==> config.mk <==
export PLATFORM = sky130hd
export DESIGN_NAME = port_mstp_ptp_timing_regs
export DESIGN_NICKNAME = d
export VERILOG_FILES = /design/src/rtl/port_timing_pkg.sv /design/src/rtl/port_mstp_ptp_timing_regs.sv
export SDC_FILE = /design/constraint.sdc
export NUM_CORES = 1
export LEC_CHECK = 0
export BUFFER_PORTS_ARGS = -buffer_cell sky130_fd_sc_hd__buf_2
export CORE_MARGIN = 1.5
export CORE_UTILIZATION = 55
export DETAILED_ROUTE_END_ITERATION = 8
export PLACE_DENSITY = 0.78
export REMOVE_ABC_BUFFERS = 1
export SETUP_SLACK_MARGIN = 0.5
export SLEW_MARGIN = 20
export SYNTH_ARGS = -nofsm -noshare
export SYNTH_HDL_FRONTEND = slang
export SYNTH_SLANG_ARGS = --single-unit
==> constraint.sdc <==
create_clock -name core_clk -period 17 [get_ports core_clk]
set_input_delay 1.7 -clock core_clk [delete_from_list [all_inputs] [get_ports core_clk]]
set_output_delay 1.7 -clock core_clk [all_outputs]
set_load 0.03 [all_outputs]
==> src/rtl/port_timing_pkg.sv <==
// Shared constants and types for the per-port tree-state and timing register bank
package port_timing_pkg;

    // Register indices; byte address on the bus is four times the index
    localparam logic [11:0] IDX_TREE_POINTER = 12'hB01;
    localparam logic [11:0] IDX_TREE_STATE = 12'hB04;
    localparam logic [11:0] IDX_RX_LATENCY = 12'hC00;
    localparam logic [11:0] IDX_TX_LATENCY = 12'hC02;
    localparam logic [11:0] IDX_ASYMMETRY = 12'hC04;
    localparam logic [11:0] IDX_REQ_STAMP_HI = 12'hC08;
    localparam logic [11:0] IDX_REQ_STAMP_LO = 12'hC0A;
    localparam logic [11:0] IDX_SYNC_STAMP_HI = 12'hC0C;
    localparam logic [11:0] IDX_SYNC_STAMP_LO = 12'hC0E;
    localparam logic [11:0] IDX_RESP_STAMP_HI = 12'hC10;
    localparam logic [11:0] IDX_RESP_STAMP_LO = 12'hC12;
    localparam logic [11:0] IDX_STAMP_STATUS = 12'hC14;
    localparam logic [11:0] IDX_STAMP_MASK = 12'hC16;

    // Field layout
    localparam int TREE_COUNT = 8;
    localparam int PTR_W = 3;
    localparam int BIT_TX_ENABLE = 2;
    localparam int BIT_RX_ENABLE = 1;
    localparam int BIT_LEARN_DISABLE = 0;
    localparam int BIT_ASYM_SIGN = 15;
    localparam int ASYM_MAG_W = 15;
    localparam int BIT_SYNC_READY = 15;
    localparam int BIT_REQ_READY = 14;
    localparam int BIT_RESP_READY = 13;
    localparam int CORR_FRAC_BITS = 16;

    // Reset values
    localparam logic [7:0] RST_TREE_POINTER = 8'h00;
    localparam logic [2:0] RST_TREE_STATE = 3'h6;
    localparam logic [15:0] RST_RX_LATENCY = 16'h019F;
    localparam logic [15:0] RST_TX_LATENCY = 16'h002D;
    localparam logic [15:0] RST_ASYMMETRY = 16'h0000;
    localparam logic [15:0] RST_STAMP_FLAGS = 16'h0000;
    localparam logic [15:0] STAMP_FLAG_MASK = 16'hE000;

    typedef enum logic [2:0] {
        MSG_SYNC,
        MSG_DELAY_REQ,
        MSG_PDELAY_REQ,
        MSG_PDELAY_RESP,
        MSG_OTHER
    } ptp_msg_t;

    typedef struct packed {
        logic tx_enable;
        logic rx_enable;
        logic learn_disable;
    } tree_state_t;

    typedef struct packed {
        logic valid;
        ptp_msg_t msg;
        logic [31:0] time_ns;
    } egress_stamp_t;

    typedef struct packed {
        logic valid;
        logic ingress;
        ptp_msg_t msg;
        logic [63:0] field;
    } correction_t;

endpackage : port_timing_pkg

==> src/rtl/port_mstp_ptp_timing_regs.sv <==
// Per-port spanning-tree state and PTP timing register bank with Avalon-MM slave
`timescale 1ns/1ps

//////////////////////////////////////////////////////////////////////////////
// Overview of operation
// RULE1 - A 3-bit pointer picks which of eight tree instances the state register reaches.
// RULE2 - Eight independent tree-state copies, each read and written through the pointer.
// RULE3 - Bit 2 of an instance enables transmit; cleared blocks egress; resets to one.
// RULE4 - Bit 1 of an instance enables receive; cleared blocks ingress; resets to one.
// RULE5 - Bit 0 of an instance stops source-address learning when set; resets to zero.
// RULE6 - Sixteen-bit read/write receive latency in ns, reset 415.
// RULE7 - Sixteen-bit read/write transmit latency in ns, reset 45.
// RULE8 - Asymmetry bit 15 is a sign: one negative, zero positive.
// RULE9 - Signed asymmetry is added to correction of ingress Sync and Pdelay_Resp.
// RULE10 - Signed asymmetry is subtracted from correction of egress Delay_Req and Pdelay_Req.
// RULE11 - Read-only 32-bit egress stamp of last request, high and low words, reset zero.
// RULE12 - Read-only 32-bit egress stamp of last Sync, as high and low words.
// RULE13 - Read-only 32-bit egress stamp of last Pdelay_Resp, as high and low words.
// RULE14 - New egress stamp sets its status flag; software clears by writing one.
// RULE15 - Both words of a stamp are captured together in one cycle.
module port_mstp_ptp_timing_regs #(
    parameter int ADDR_W = 12
) (
    // Clock and reset
    input wire logic core_clk,
    input wire logic rst,
    // Avalon-MM slave, word addressed
    input wire logic [ADDR_W-1:0] avs_address,
    input wire logic avs_read,
    input wire logic avs_write,
    input wire logic [31:0] avs_writedata,
    input wire logic [3:0] avs_byteenable,
    output logic [31:0] avs_readdata,
    output logic avs_waitrequest,
    // Forwarding lookup of tree-state gates
    input wire logic [port_timing_pkg::PTR_W-1:0] lookup_tree,
    output port_timing_pkg::tree_state_t lookup_gates,
    // Latency values to the timestamp units
    output logic [15:0] receive_latency_ns,
    output logic [15:0] transmit_latency_ns,
    // Correction field adjustment
    input wire port_timing_pkg::correction_t corr_in,
    output port_timing_pkg::correction_t corr_out,
    // Egress timestamp capture
    input wire port_timing_pkg::egress_stamp_t egress_stamp,
    // Interrupt
    output logic irq
);
    import port_timing_pkg::*;

    //////////////////////////////////////////////////////////////////////////
    // Bus handshake: one wait cycle, then a one-cycle acknowledge
    logic ack_r;
    logic bus_req;
    logic wr_en;
    logic [ADDR_W-1:0] idx;

    assign bus_req = avs_read | avs_write;
    assign avs_waitrequest = bus_req & ~ack_r;
    assign wr_en = avs_write & ack_r;
    assign idx = avs_address;

    always_ff @(posedge core_clk or posedge rst) begin
        if (rst) begin
            ack_r <= 1'b0;
        end else begin
            ack_r <= bus_req & ~ack_r;
        end
    end

    function automatic logic [15:0] merge16(input logic [15:0] old, input logic [31:0] wd, input logic [3:0] be);
        merge16 = old;
        if (be[0]) begin
            merge16[7:0] = wd[7:0];
        end
        if (be[1]) begin
            merge16[15:8] = wd[15:8];
        end
    endfunction : merge16

    //////////////////////////////////////////////////////////////////////////
    // Tree instance pointer and state copies
    logic [7:0] tree_pointer_r;
    tree_state_t tree_state_r [TREE_COUNT];
    logic [PTR_W-1:0] sel;

    assign sel = tree_pointer_r[PTR_W-1:0]; // RULE1

    always_ff @(posedge core_clk or posedge rst) begin
        if (rst) begin
            tree_pointer_r <= RST_TREE_POINTER;
        end else if (wr_en && idx == IDX_TREE_POINTER && avs_byteenable[0]) begin
            // Upper bits are read/write scratch, kept as written
            tree_pointer_r <= avs_writedata[7:0];
        end
    end

    always_ff @(posedge core_clk or posedge rst) begin
        if (rst) begin
            for (int i = 0; i < TREE_COUNT; i++) begin
                tree_state_r[i] <= RST_TREE_STATE; // RULE3 RULE4 RULE5
            end
        end else if (wr_en && idx == IDX_TREE_STATE && avs_byteenable[0]) begin
            tree_state_r[sel].tx_enable <= avs_writedata[BIT_TX_ENABLE]; // RULE2 RULE3
            tree_state_r[sel].rx_enable <= avs_writedata[BIT_RX_ENABLE]; // RULE4
            tree_state_r[sel].learn_disable <= avs_writedata[BIT_LEARN_DISABLE]; // RULE5
        end
    end

    // Datapath sees the instance its frame belongs to, one cycle later
    always_ff @(posedge core_clk or posedge rst) begin
        if (rst) begin
            lookup_gates <= RST_TREE_STATE;
        end else begin
            lookup_gates <= tree_state_r[lookup_tree]; // RULE3 RULE4 RULE5
        end
    end

    //////////////////////////////////////////////////////////////////////////
    // Latency and asymmetry registers
    logic [15:0] asymmetry_r;

    always_ff @(posedge core_clk or posedge rst) begin
        if (rst) begin
            receive_latency_ns <= RST_RX_LATENCY; // RULE6
            transmit_latency_ns <= RST_TX_LATENCY; // RULE7
            asymmetry_r <= RST_ASYMMETRY;
        end else if (wr_en) begin
            if (idx == IDX_RX_LATENCY) begin
                receive_latency_ns <= merge16(receive_latency_ns, avs_writedata, avs_byteenable); // RULE6
            end
            if (idx == IDX_TX_LATENCY) begin
                transmit_latency_ns <= merge16(transmit_latency_ns, avs_writedata, avs_byteenable); // RULE7
            end
            if (idx == IDX_ASYMMETRY) begin
                asymmetry_r <= merge16(asymmetry_r, avs_writedata, avs_byteenable);
            end
        end
    end

    //////////////////////////////////////////////////////////////////////////
    // Correction field adjustment; field carries ns scaled by 2^16
    function automatic logic [63:0] asym_scaled(input logic [15:0] a);
        logic [63:0] mag;
        mag = {33'h0, a[ASYM_MAG_W-1:0], 16'h0};
        asym_scaled = a[BIT_ASYM_SIGN] ? (64'h0 - mag) : mag; // RULE8
    endfunction : asym_scaled

    logic [63:0] asym_delta;
    logic corr_add;
    logic corr_sub;

    assign asym_delta = asym_scaled(asymmetry_r);
    assign corr_add = corr_in.ingress && (corr_in.msg == MSG_SYNC || corr_in.msg == MSG_PDELAY_RESP);
    assign corr_sub = !corr_in.ingress && (corr_in.msg == MSG_DELAY_REQ || corr_in.msg == MSG_PDELAY_REQ);

    always_ff @(posedge core_clk or posedge rst) begin
        if (rst) begin
            corr_out <= '0;
        end else begin
            corr_out.valid <= corr_in.valid;
            corr_out.ingress <= corr_in.ingress;
            corr_out.msg <= corr_in.msg;
            if (corr_add) begin
                corr_out.field <= corr_in.field + asym_delta; // RULE9
            end else if (corr_sub) begin
                corr_out.field <= corr_in.field - asym_delta; // RULE10
            end else begin
                corr_out.field <= corr_in.field;
            end
        end
    end

    //////////////////////////////////////////////////////////////////////////
    // Egress timestamps, whole 32 bits latched in one edge so halves never tear
    logic [31:0] req_stamp_r;
    logic [31:0] sync_stamp_r;
    logic [31:0] resp_stamp_r;
    logic cap_sync;
    logic cap_req;
    logic cap_resp;

    assign cap_sync = egress_stamp.valid && egress_stamp.msg == MSG_SYNC;
    assign cap_req = egress_stamp.valid && (egress_stamp.msg == MSG_DELAY_REQ || egress_stamp.msg == MSG_PDELAY_REQ);
    assign cap_resp = egress_stamp.valid && egress_stamp.msg == MSG_PDELAY_RESP;

    always_ff @(posedge core_clk or posedge rst) begin
        if (rst) begin
            req_stamp_r <= 32'h0000_0000; // RULE11
            sync_stamp_r <= 32'h0000_0000;
            resp_stamp_r <= 32'h0000_0000;
        end else begin
            if (cap_req) begin
                req_stamp_r <= egress_stamp.time_ns; // RULE11 RULE15
            end
            if (cap_sync) begin
                sync_stamp_r <= egress_stamp.time_ns; // RULE12 RULE15
            end
            if (cap_resp) begin
                resp_stamp_r <= egress_stamp.time_ns; // RULE13 RULE15
            end
        end
    end

    //////////////////////////////////////////////////////////////////////////
    // Stamp-ready flags, write-one-to-clear; a capture in the clear cycle wins
    logic [15:0] stamp_status_r;
    logic [15:0] stamp_mask_r;
    logic [15:0] stamp_set;
    logic [15:0] stamp_clr;
    logic [15:0] stamp_status_nxt;
    logic [15:0] stamp_mask_nxt;
    logic sync_stamp_ready_flag;

    always_comb begin
        stamp_set = 16'h0000;
        stamp_set[BIT_SYNC_READY] = cap_sync;
        stamp_set[BIT_REQ_READY] = cap_req;
        stamp_set[BIT_RESP_READY] = cap_resp;
    end

    assign stamp_clr = (wr_en && idx == IDX_STAMP_STATUS) ? merge16(16'h0000, avs_writedata, avs_byteenable) : 16'h0000;

    assign stamp_status_nxt = ((stamp_status_r & ~stamp_clr) | stamp_set) & STAMP_FLAG_MASK; // RULE14

    always_comb begin
        stamp_mask_nxt = stamp_mask_r;
        if (wr_en && idx == IDX_STAMP_MASK) begin
            stamp_mask_nxt = merge16(stamp_mask_r, avs_writedata, avs_byteenable) & STAMP_FLAG_MASK;
        end
    end

    always_ff @(posedge core_clk or posedge rst) begin
        if (rst) begin
            stamp_status_r <= RST_STAMP_FLAGS;
        end else begin
            stamp_status_r <= stamp_status_nxt; // RULE14
        end
    end

    always_ff @(posedge core_clk or posedge rst) begin
        if (rst) begin
            stamp_mask_r <= RST_STAMP_FLAGS;
        end else begin
            stamp_mask_r <= stamp_mask_nxt;
        end
    end

    assign sync_stamp_ready_flag = stamp_status_r[BIT_SYNC_READY];

    // Built from next values, so a mask write shows at the same edge as the register
    always_ff @(posedge core_clk or posedge rst) begin
        if (rst) begin
            irq <= 1'b0;
        end else begin
            irq <= |(stamp_status_nxt & stamp_mask_nxt); // RULE14
        end
    end

    //////////////////////////////////////////////////////////////////////////
    // Read mux, registered in the wait cycle; unmapped reads return zero
    logic [31:0] rd_mux;

    always_comb begin
        rd_mux = 32'h0000_0000;
        unique case (idx)
            IDX_TREE_POINTER: rd_mux = {24'h0, tree_pointer_r};
            IDX_TREE_STATE: rd_mux = {29'h0, tree_state_r[sel]}; // RULE1 RULE2
            IDX_RX_LATENCY: rd_mux = {16'h0, receive_latency_ns};
            IDX_TX_LATENCY: rd_mux = {16'h0, transmit_latency_ns};
            IDX_ASYMMETRY: rd_mux = {16'h0, asymmetry_r};
            IDX_REQ_STAMP_HI: rd_mux = {16'h0, req_stamp_r[31:16]}; // RULE11
            IDX_REQ_STAMP_LO: rd_mux = {16'h0, req_stamp_r[15:0]};
            IDX_SYNC_STAMP_HI: rd_mux = {16'h0, sync_stamp_r[31:16]}; // RULE12
            IDX_SYNC_STAMP_LO: rd_mux = {16'h0, sync_stamp_r[15:0]};
            IDX_RESP_STAMP_HI: rd_mux = {16'h0, resp_stamp_r[31:16]}; // RULE13
            IDX_RESP_STAMP_LO: rd_mux = {16'h0, resp_stamp_r[15:0]};
            IDX_STAMP_STATUS: rd_mux = {16'h0, stamp_status_r};
            IDX_STAMP_MASK: rd_mux = {16'h0, stamp_mask_r};
            default: rd_mux = 32'h0000_0000;
        endcase
    end

    always_ff @(posedge core_clk or posedge rst) begin
        if (rst) begin
            avs_readdata <= 32'h0000_0000;
        end else if (avs_read && !ack_r) begin
            avs_readdata <= rd_mux;
        end
    end
endmodule : port_mstp_ptp_timing_regs

# ---- Word-level counts from Yosys, hierarchy flattened
# Index checks and enable logic that the tools add are counted.
dict set report totals {
  reg_bits 301
  input_bits 160
  out_inout_bits 138
  wordCells 132
}
dict set report classes {
  add_sub_neg 3
  magnitude_cmp 3
  n_eq_ne 19
  muxes 24
  bitwise 10
  n_reduce_logical 27
}
# operator count
set op_table {}
lappend op_table {{$pmux 16 s13} 1}
lappend op_table {{$mux 64} 3}
lappend op_table {{$eq 12x12->1 const B} 13}
lappend op_table {{$bwmux 24} 3}
lappend op_table {{$add 64x64->64} 1}
lappend op_table {{$sub 64x64->64} 1}
lappend op_table {{$and 16x16->16} 2}
lappend op_table {{$mux 16} 2}
lappend op_table {{$sub 1x31->32 const A} 1}
lappend op_table {{$demux 3 s3} 3}
lappend op_table {{$mux 8} 3}
lappend op_table {{$bmux 3 s3} 2}
lappend op_table {{$reduce_and 3->1} 6}
lappend op_table {{$not 16->16} 1}
lappend op_table {{$or 16x16->16} 1}
lappend op_table {{$reduce_or 16->1} 1}
lappend op_table {{$mux 3} 5}
lappend op_table {{$logic_and 1x1->1} 13}
lappend op_table {{$eq 3x2->1 const B} 4}
lappend op_table {{$ge 4x4->1 const B} 2}
lappend op_table {{$not 3->4} 2}
lappend op_table {{$eq 3x1->1 const B} 2}
lappend op_table {{$logic_not 3->1} 2}
lappend op_table {{$lt 4x1->1 const B} 1}
lappend op_table {{7 further kinds} 11}

# ---- Depth between registers and ports, before layout
dict set report logic_depth {
  ltp_word 8
  ltp_mapped 19
  mapped_depth_nobuf 19
}

# ---- Worst setup path after synthesis
# OpenSTA, ideal clock, no wires.
dict set report synth_path {
  path_kind {register -> register}
  start {register asymmetry_r[2]}
  end {register corr_out[59] (netlist name)}
  setup_time_ps 77
  t_arrival_ps 7181
  required_time_ps 16923
  slack_ps 9741
  stages_incl_launch_ff 16
  n_path_buf 0
  period_less_slack_ps 7259
  path_cell_list {dfrtp_1 -> nor2_1 -> nand3_1 -> o41ai_1 -> or3b_2 -> o31ai_1 -> inv_1 -> ha_1 -> a21oi_1 -> o31ai_1 -> a211oi_1 -> o21ai_0 -> a221oi_2 -> nor2_1 -> a221o_1 -> a21oi_1}
}
dict set report synth_between {
  elab_chain_len 5
  word_cells_on_any_way 6
  classes_between {add/sub (3); mux (3)}
}
# item line
set synth_lines {}
lappend synth_lines {{start, declared} port_mstp_ptp_timing_regs.sv:121} ;# logic [15:0] asymmetry_r;
lappend synth_lines {{start signal, assigned} port_mstp_ptp_timing_regs.sv:136} ;# asymmetry_r <= merge16(asymmetry_r, avs_writedata, avs_byteenable);
lappend synth_lines {{$sub 1x31->32} port_mstp_ptp_timing_regs.sv:146} ;# asym_scaled = a[BIT_ASYM_SIGN] ? (64'h0 - mag) : mag;
lappend synth_lines {{$mux 64 *} port_mstp_ptp_timing_regs.sv:146}
lappend synth_lines {{$sub 64x64->64} port_mstp_ptp_timing_regs.sv:167} ;# corr_out.field <= corr_in.field - asym_delta;
lappend synth_lines {{$mux 64} port_mstp_ptp_timing_regs.sv:166} ;# end else if (corr_sub) begin
lappend synth_lines {{$mux 64 *} port_mstp_ptp_timing_regs.sv:164} ;# if (corr_add) begin
lappend synth_lines {{end, declared} port_mstp_ptp_timing_regs.sv:43} ;# output port_timing_pkg::correction_t corr_out,
# Mark *: on every way between the ends. The rest lies on a longest branch, timed or not.
# A chain may end at the register's enable or synchronous reset.

# ---- Worst setup path after layout
dict set report layout_path {
  start {register asymmetry_r[2]}
  end {register corr_out[62] (netlist name)}
}
# Same word-level chain as after synthesis.

==> flow_summary.toml <==
[power_and_ir_drop]
ir_drop_mv = 0.0833
p_leak_uw = 0.00898
power_density_mw_per_mm2 = 86.1
power_uw = 1700

[timing]
period_share_pct = 35.3
tns_ns = 0
maxSlewViolCount = 0
setup_ws_ns = 10.99
worst_pin_slew_ns = 1.15
min_period_ns = 6.01
max_freq_mhz = 166
hold_viol_final = 0
fin_worst_hold_slack_ns = 0.483
skew_ns = 0.0345
rsz0062_at_grt = "no"
setup_violations = 0
max_slew_margin_pct = 23.5

[detailed_routing]
met2WireLength_mm = 25.0
wl_met1_mm = 21.1
ant_nets = 0
drt_pre_antenna_iters = 6
avgRoutedWirePerCell_um = 22.1
top_layer_used = "met5"
dr_wl_met3_mm = 4.40
wl_mm = 52.1
drt_iter0_drc = 1694
drc_errors = 0
vias = 15491
vias_per_cell = 6.56

[placed_design]
portBuffers = 263
gp_congestion = 0.937
hpwl_mm = 36.9
detailed_place.area_mm2 = 0.0187
preCtsSetupSlack_ns = 11.14

[synthesis]
synth_ff_type = "dfrtp_1"
syn_area_mm2 = 0.0172
syn_area_per_cell_um2 = 9.92
synth_seq_cells = 272
ys_warn_count = 0
synth-edff-count = 0
postSynth.asyncResetShare_pct = 100
synth_cell_types = 87
netlist_instances = 1731
ys_seq_area_share_pct = 39.8

[critical_path]
crit_required_ns = 17.45
cpPeakStageDelay_ns = 0.55
path_cells = "nor2_1, nand3_1, o41ai_1, or3b_2, o31ai_4, buf_4, inv_1, buf_4, ha_1, a21oi_1, o311ai_0, a311oi_1, o22ai_1, nor2_1, a31oi_1, a211oi_1, a221o_1, nand2_1"
reg2reg_setup_slack_ns = 10.99
end_kind = "register"
critical_path_class = "register to register"
crit_path_top_delay_cell = "or3b_2"
start_kind = "register"
crit_fanout = 36
arrival_ns = 6.46

[clock_network]
clockBufferDepth = 3
cts_buffers = 30
insertion_delay_ns = 0.60
cts_resized = 0
ctsHoldBuffers = 0
cts_tree = "built"
cts_root_buf = "clkbuf_16"
postCtsSetupBuffers = 0
cts.sinks = 272
path_clk_slew_ns = 0.07
cts.htree.levels = 1

[cells_and_area]
layout.nets = 2194
layout-drive-gt1-share_pct = 30.3
final_cell_mix = "buf_2 (263), dfrtp_1 (243), mux2_2 (182)"
area_delta_synth_final_pct = 15.1
postLayoutCellArea_mm2 = 0.0198
final_common_cell = "buf_2"

[floorplan]
die_w_um = 180
core_region_area_mm2 = 0.0307
start_util_pct = 56.0
io_pins = 298
die_h_um = 180
rows = 64
die_area_mm2 = 0.0323

[grt]
grt_pass1_wl_mm = 83.0
grt_max_degree = 127
grt_usage_pct = 31.5
grt_pass1_vias = 15250
grt_overflow = 0
antenna_found_initial = 8

[status]
status = "complete, no violations"

[flow_run]
drv_cap = 0

[worst_hold_path]
hp-class = "register to register"
-- sequential cells by signal, summed over array words and instances, names as in the netlist --
name and flops:
transmit_latency_ns 16, asymmetry_r 16, resp_stamp_r 32, tree_state_r 24
sync_stamp_r 32, irq 1, avs_readdata 16, req_stamp_r 32
corr_out 69, lookup_gates 3, tree_pointer_r 8, stamp_mask_r 3
stamp_status_r 3, receive_latency_ns 16, ack_r 1
-- where the power goes --
part           internal, uW  switching (uW)
registers               716            35.2
clock network           399             279
logic                   106             168
-- critical path, delay by kind of cell, from the launching register on --
kind | cells | cell delay, ns
AO/OA/AOI/OAI | 9 | 2.85
AND/OR/NAND/NOR | 5 | 1.17
buffers and inverters | 3 | 1.08
flip-flops | 1 | 0.43
adder cells (fa/ha/maj) | 1 | 0.28
-- worst paths after layout --
path | from | endpoint | cells after the start
setup / recovery | asymmetry_r[2] | corr_out[62] | 18
hold / removal | avs_readdata[6] | avs_readdata[6] | 1
setup reg to reg | asymmetry_r[2] | corr_out[62] | 18
hold reg to reg | avs_readdata[6] | avs_readdata[6] | 1
max in group asynchronous | rst | corr_out[57] | 4
min in group asynchronous | rst | corr_out[4] | 2
-- layer usage --
layer  global-route usage, %  up-vias
met3                    5.61      115
met4                    11.0        2
met2                    52.6      796
met5                       0        -
met1                    41.3     7653
li1                        -     6925
-- cell families after synthesis --
family,synth area share [%]
buf+inv,4.68
mux,13.7
other cells,0.0218
fa+ha+maj,7.18
flops,39.8
simple gates,11.3
compound gates,22.2
xor+xnor,1.07
-- stage by stage --
stage / utilization (%) / std cells
floorplan: - / 1621
global placement: 61.0 / 2300
detailed placement: 61.0 / 2300
CTS: 64.4 / 2356
global route: 64.5 / 2362
finish: 64.5 / 2363
-- cell type report --
cell class / instances / area (um2)
multi-input cells: 1281 / 9630
well taps: 396 / 495
repair buffers: 283 / 1470
diodes: 7 / 17.5
clock buffers: 44 / 903
clock inverters: 12 / 148
flip-flops and latches: 272 / 6840
inverters: 68 / 263
fillers: 2491 / 10900
-- Yosys cell counts, types with 14 or more instances --
cell / count / area (um2)
a21o_1: 39 / 293
a21oi_1: 142 / 711
a221oi_1: 20 / 175
a222oi_1: 22 / 220
a22oi_1: 35 / 263
a31oi_1: 18 / 113
buf_4: 17 / 128
clkbuf_1: 92 / 345
dfrtp_1: 243 / 6080
dfstp_2: 29 / 762
ha_1: 97 / 1210
inv_1: 68 / 255
mux2_2: 182 / 2050
nand2_1: 95 / 357
nand2b_1: 17 / 106
nand3_1: 29 / 145
nand4_1: 20 / 125
nor2_1: 114 / 428
nor3_1: 19 / 95.1
nor4_1: 25 / 156
o211ai_1: 14 / 105
o21ai_0: 74 / 370
o21bai_1: 22 / 165
o22ai_1: 40 / 250
o31ai_1: 15 / 113
xnor2_1: 19 / 166
(Power assumes the default switching activity.)
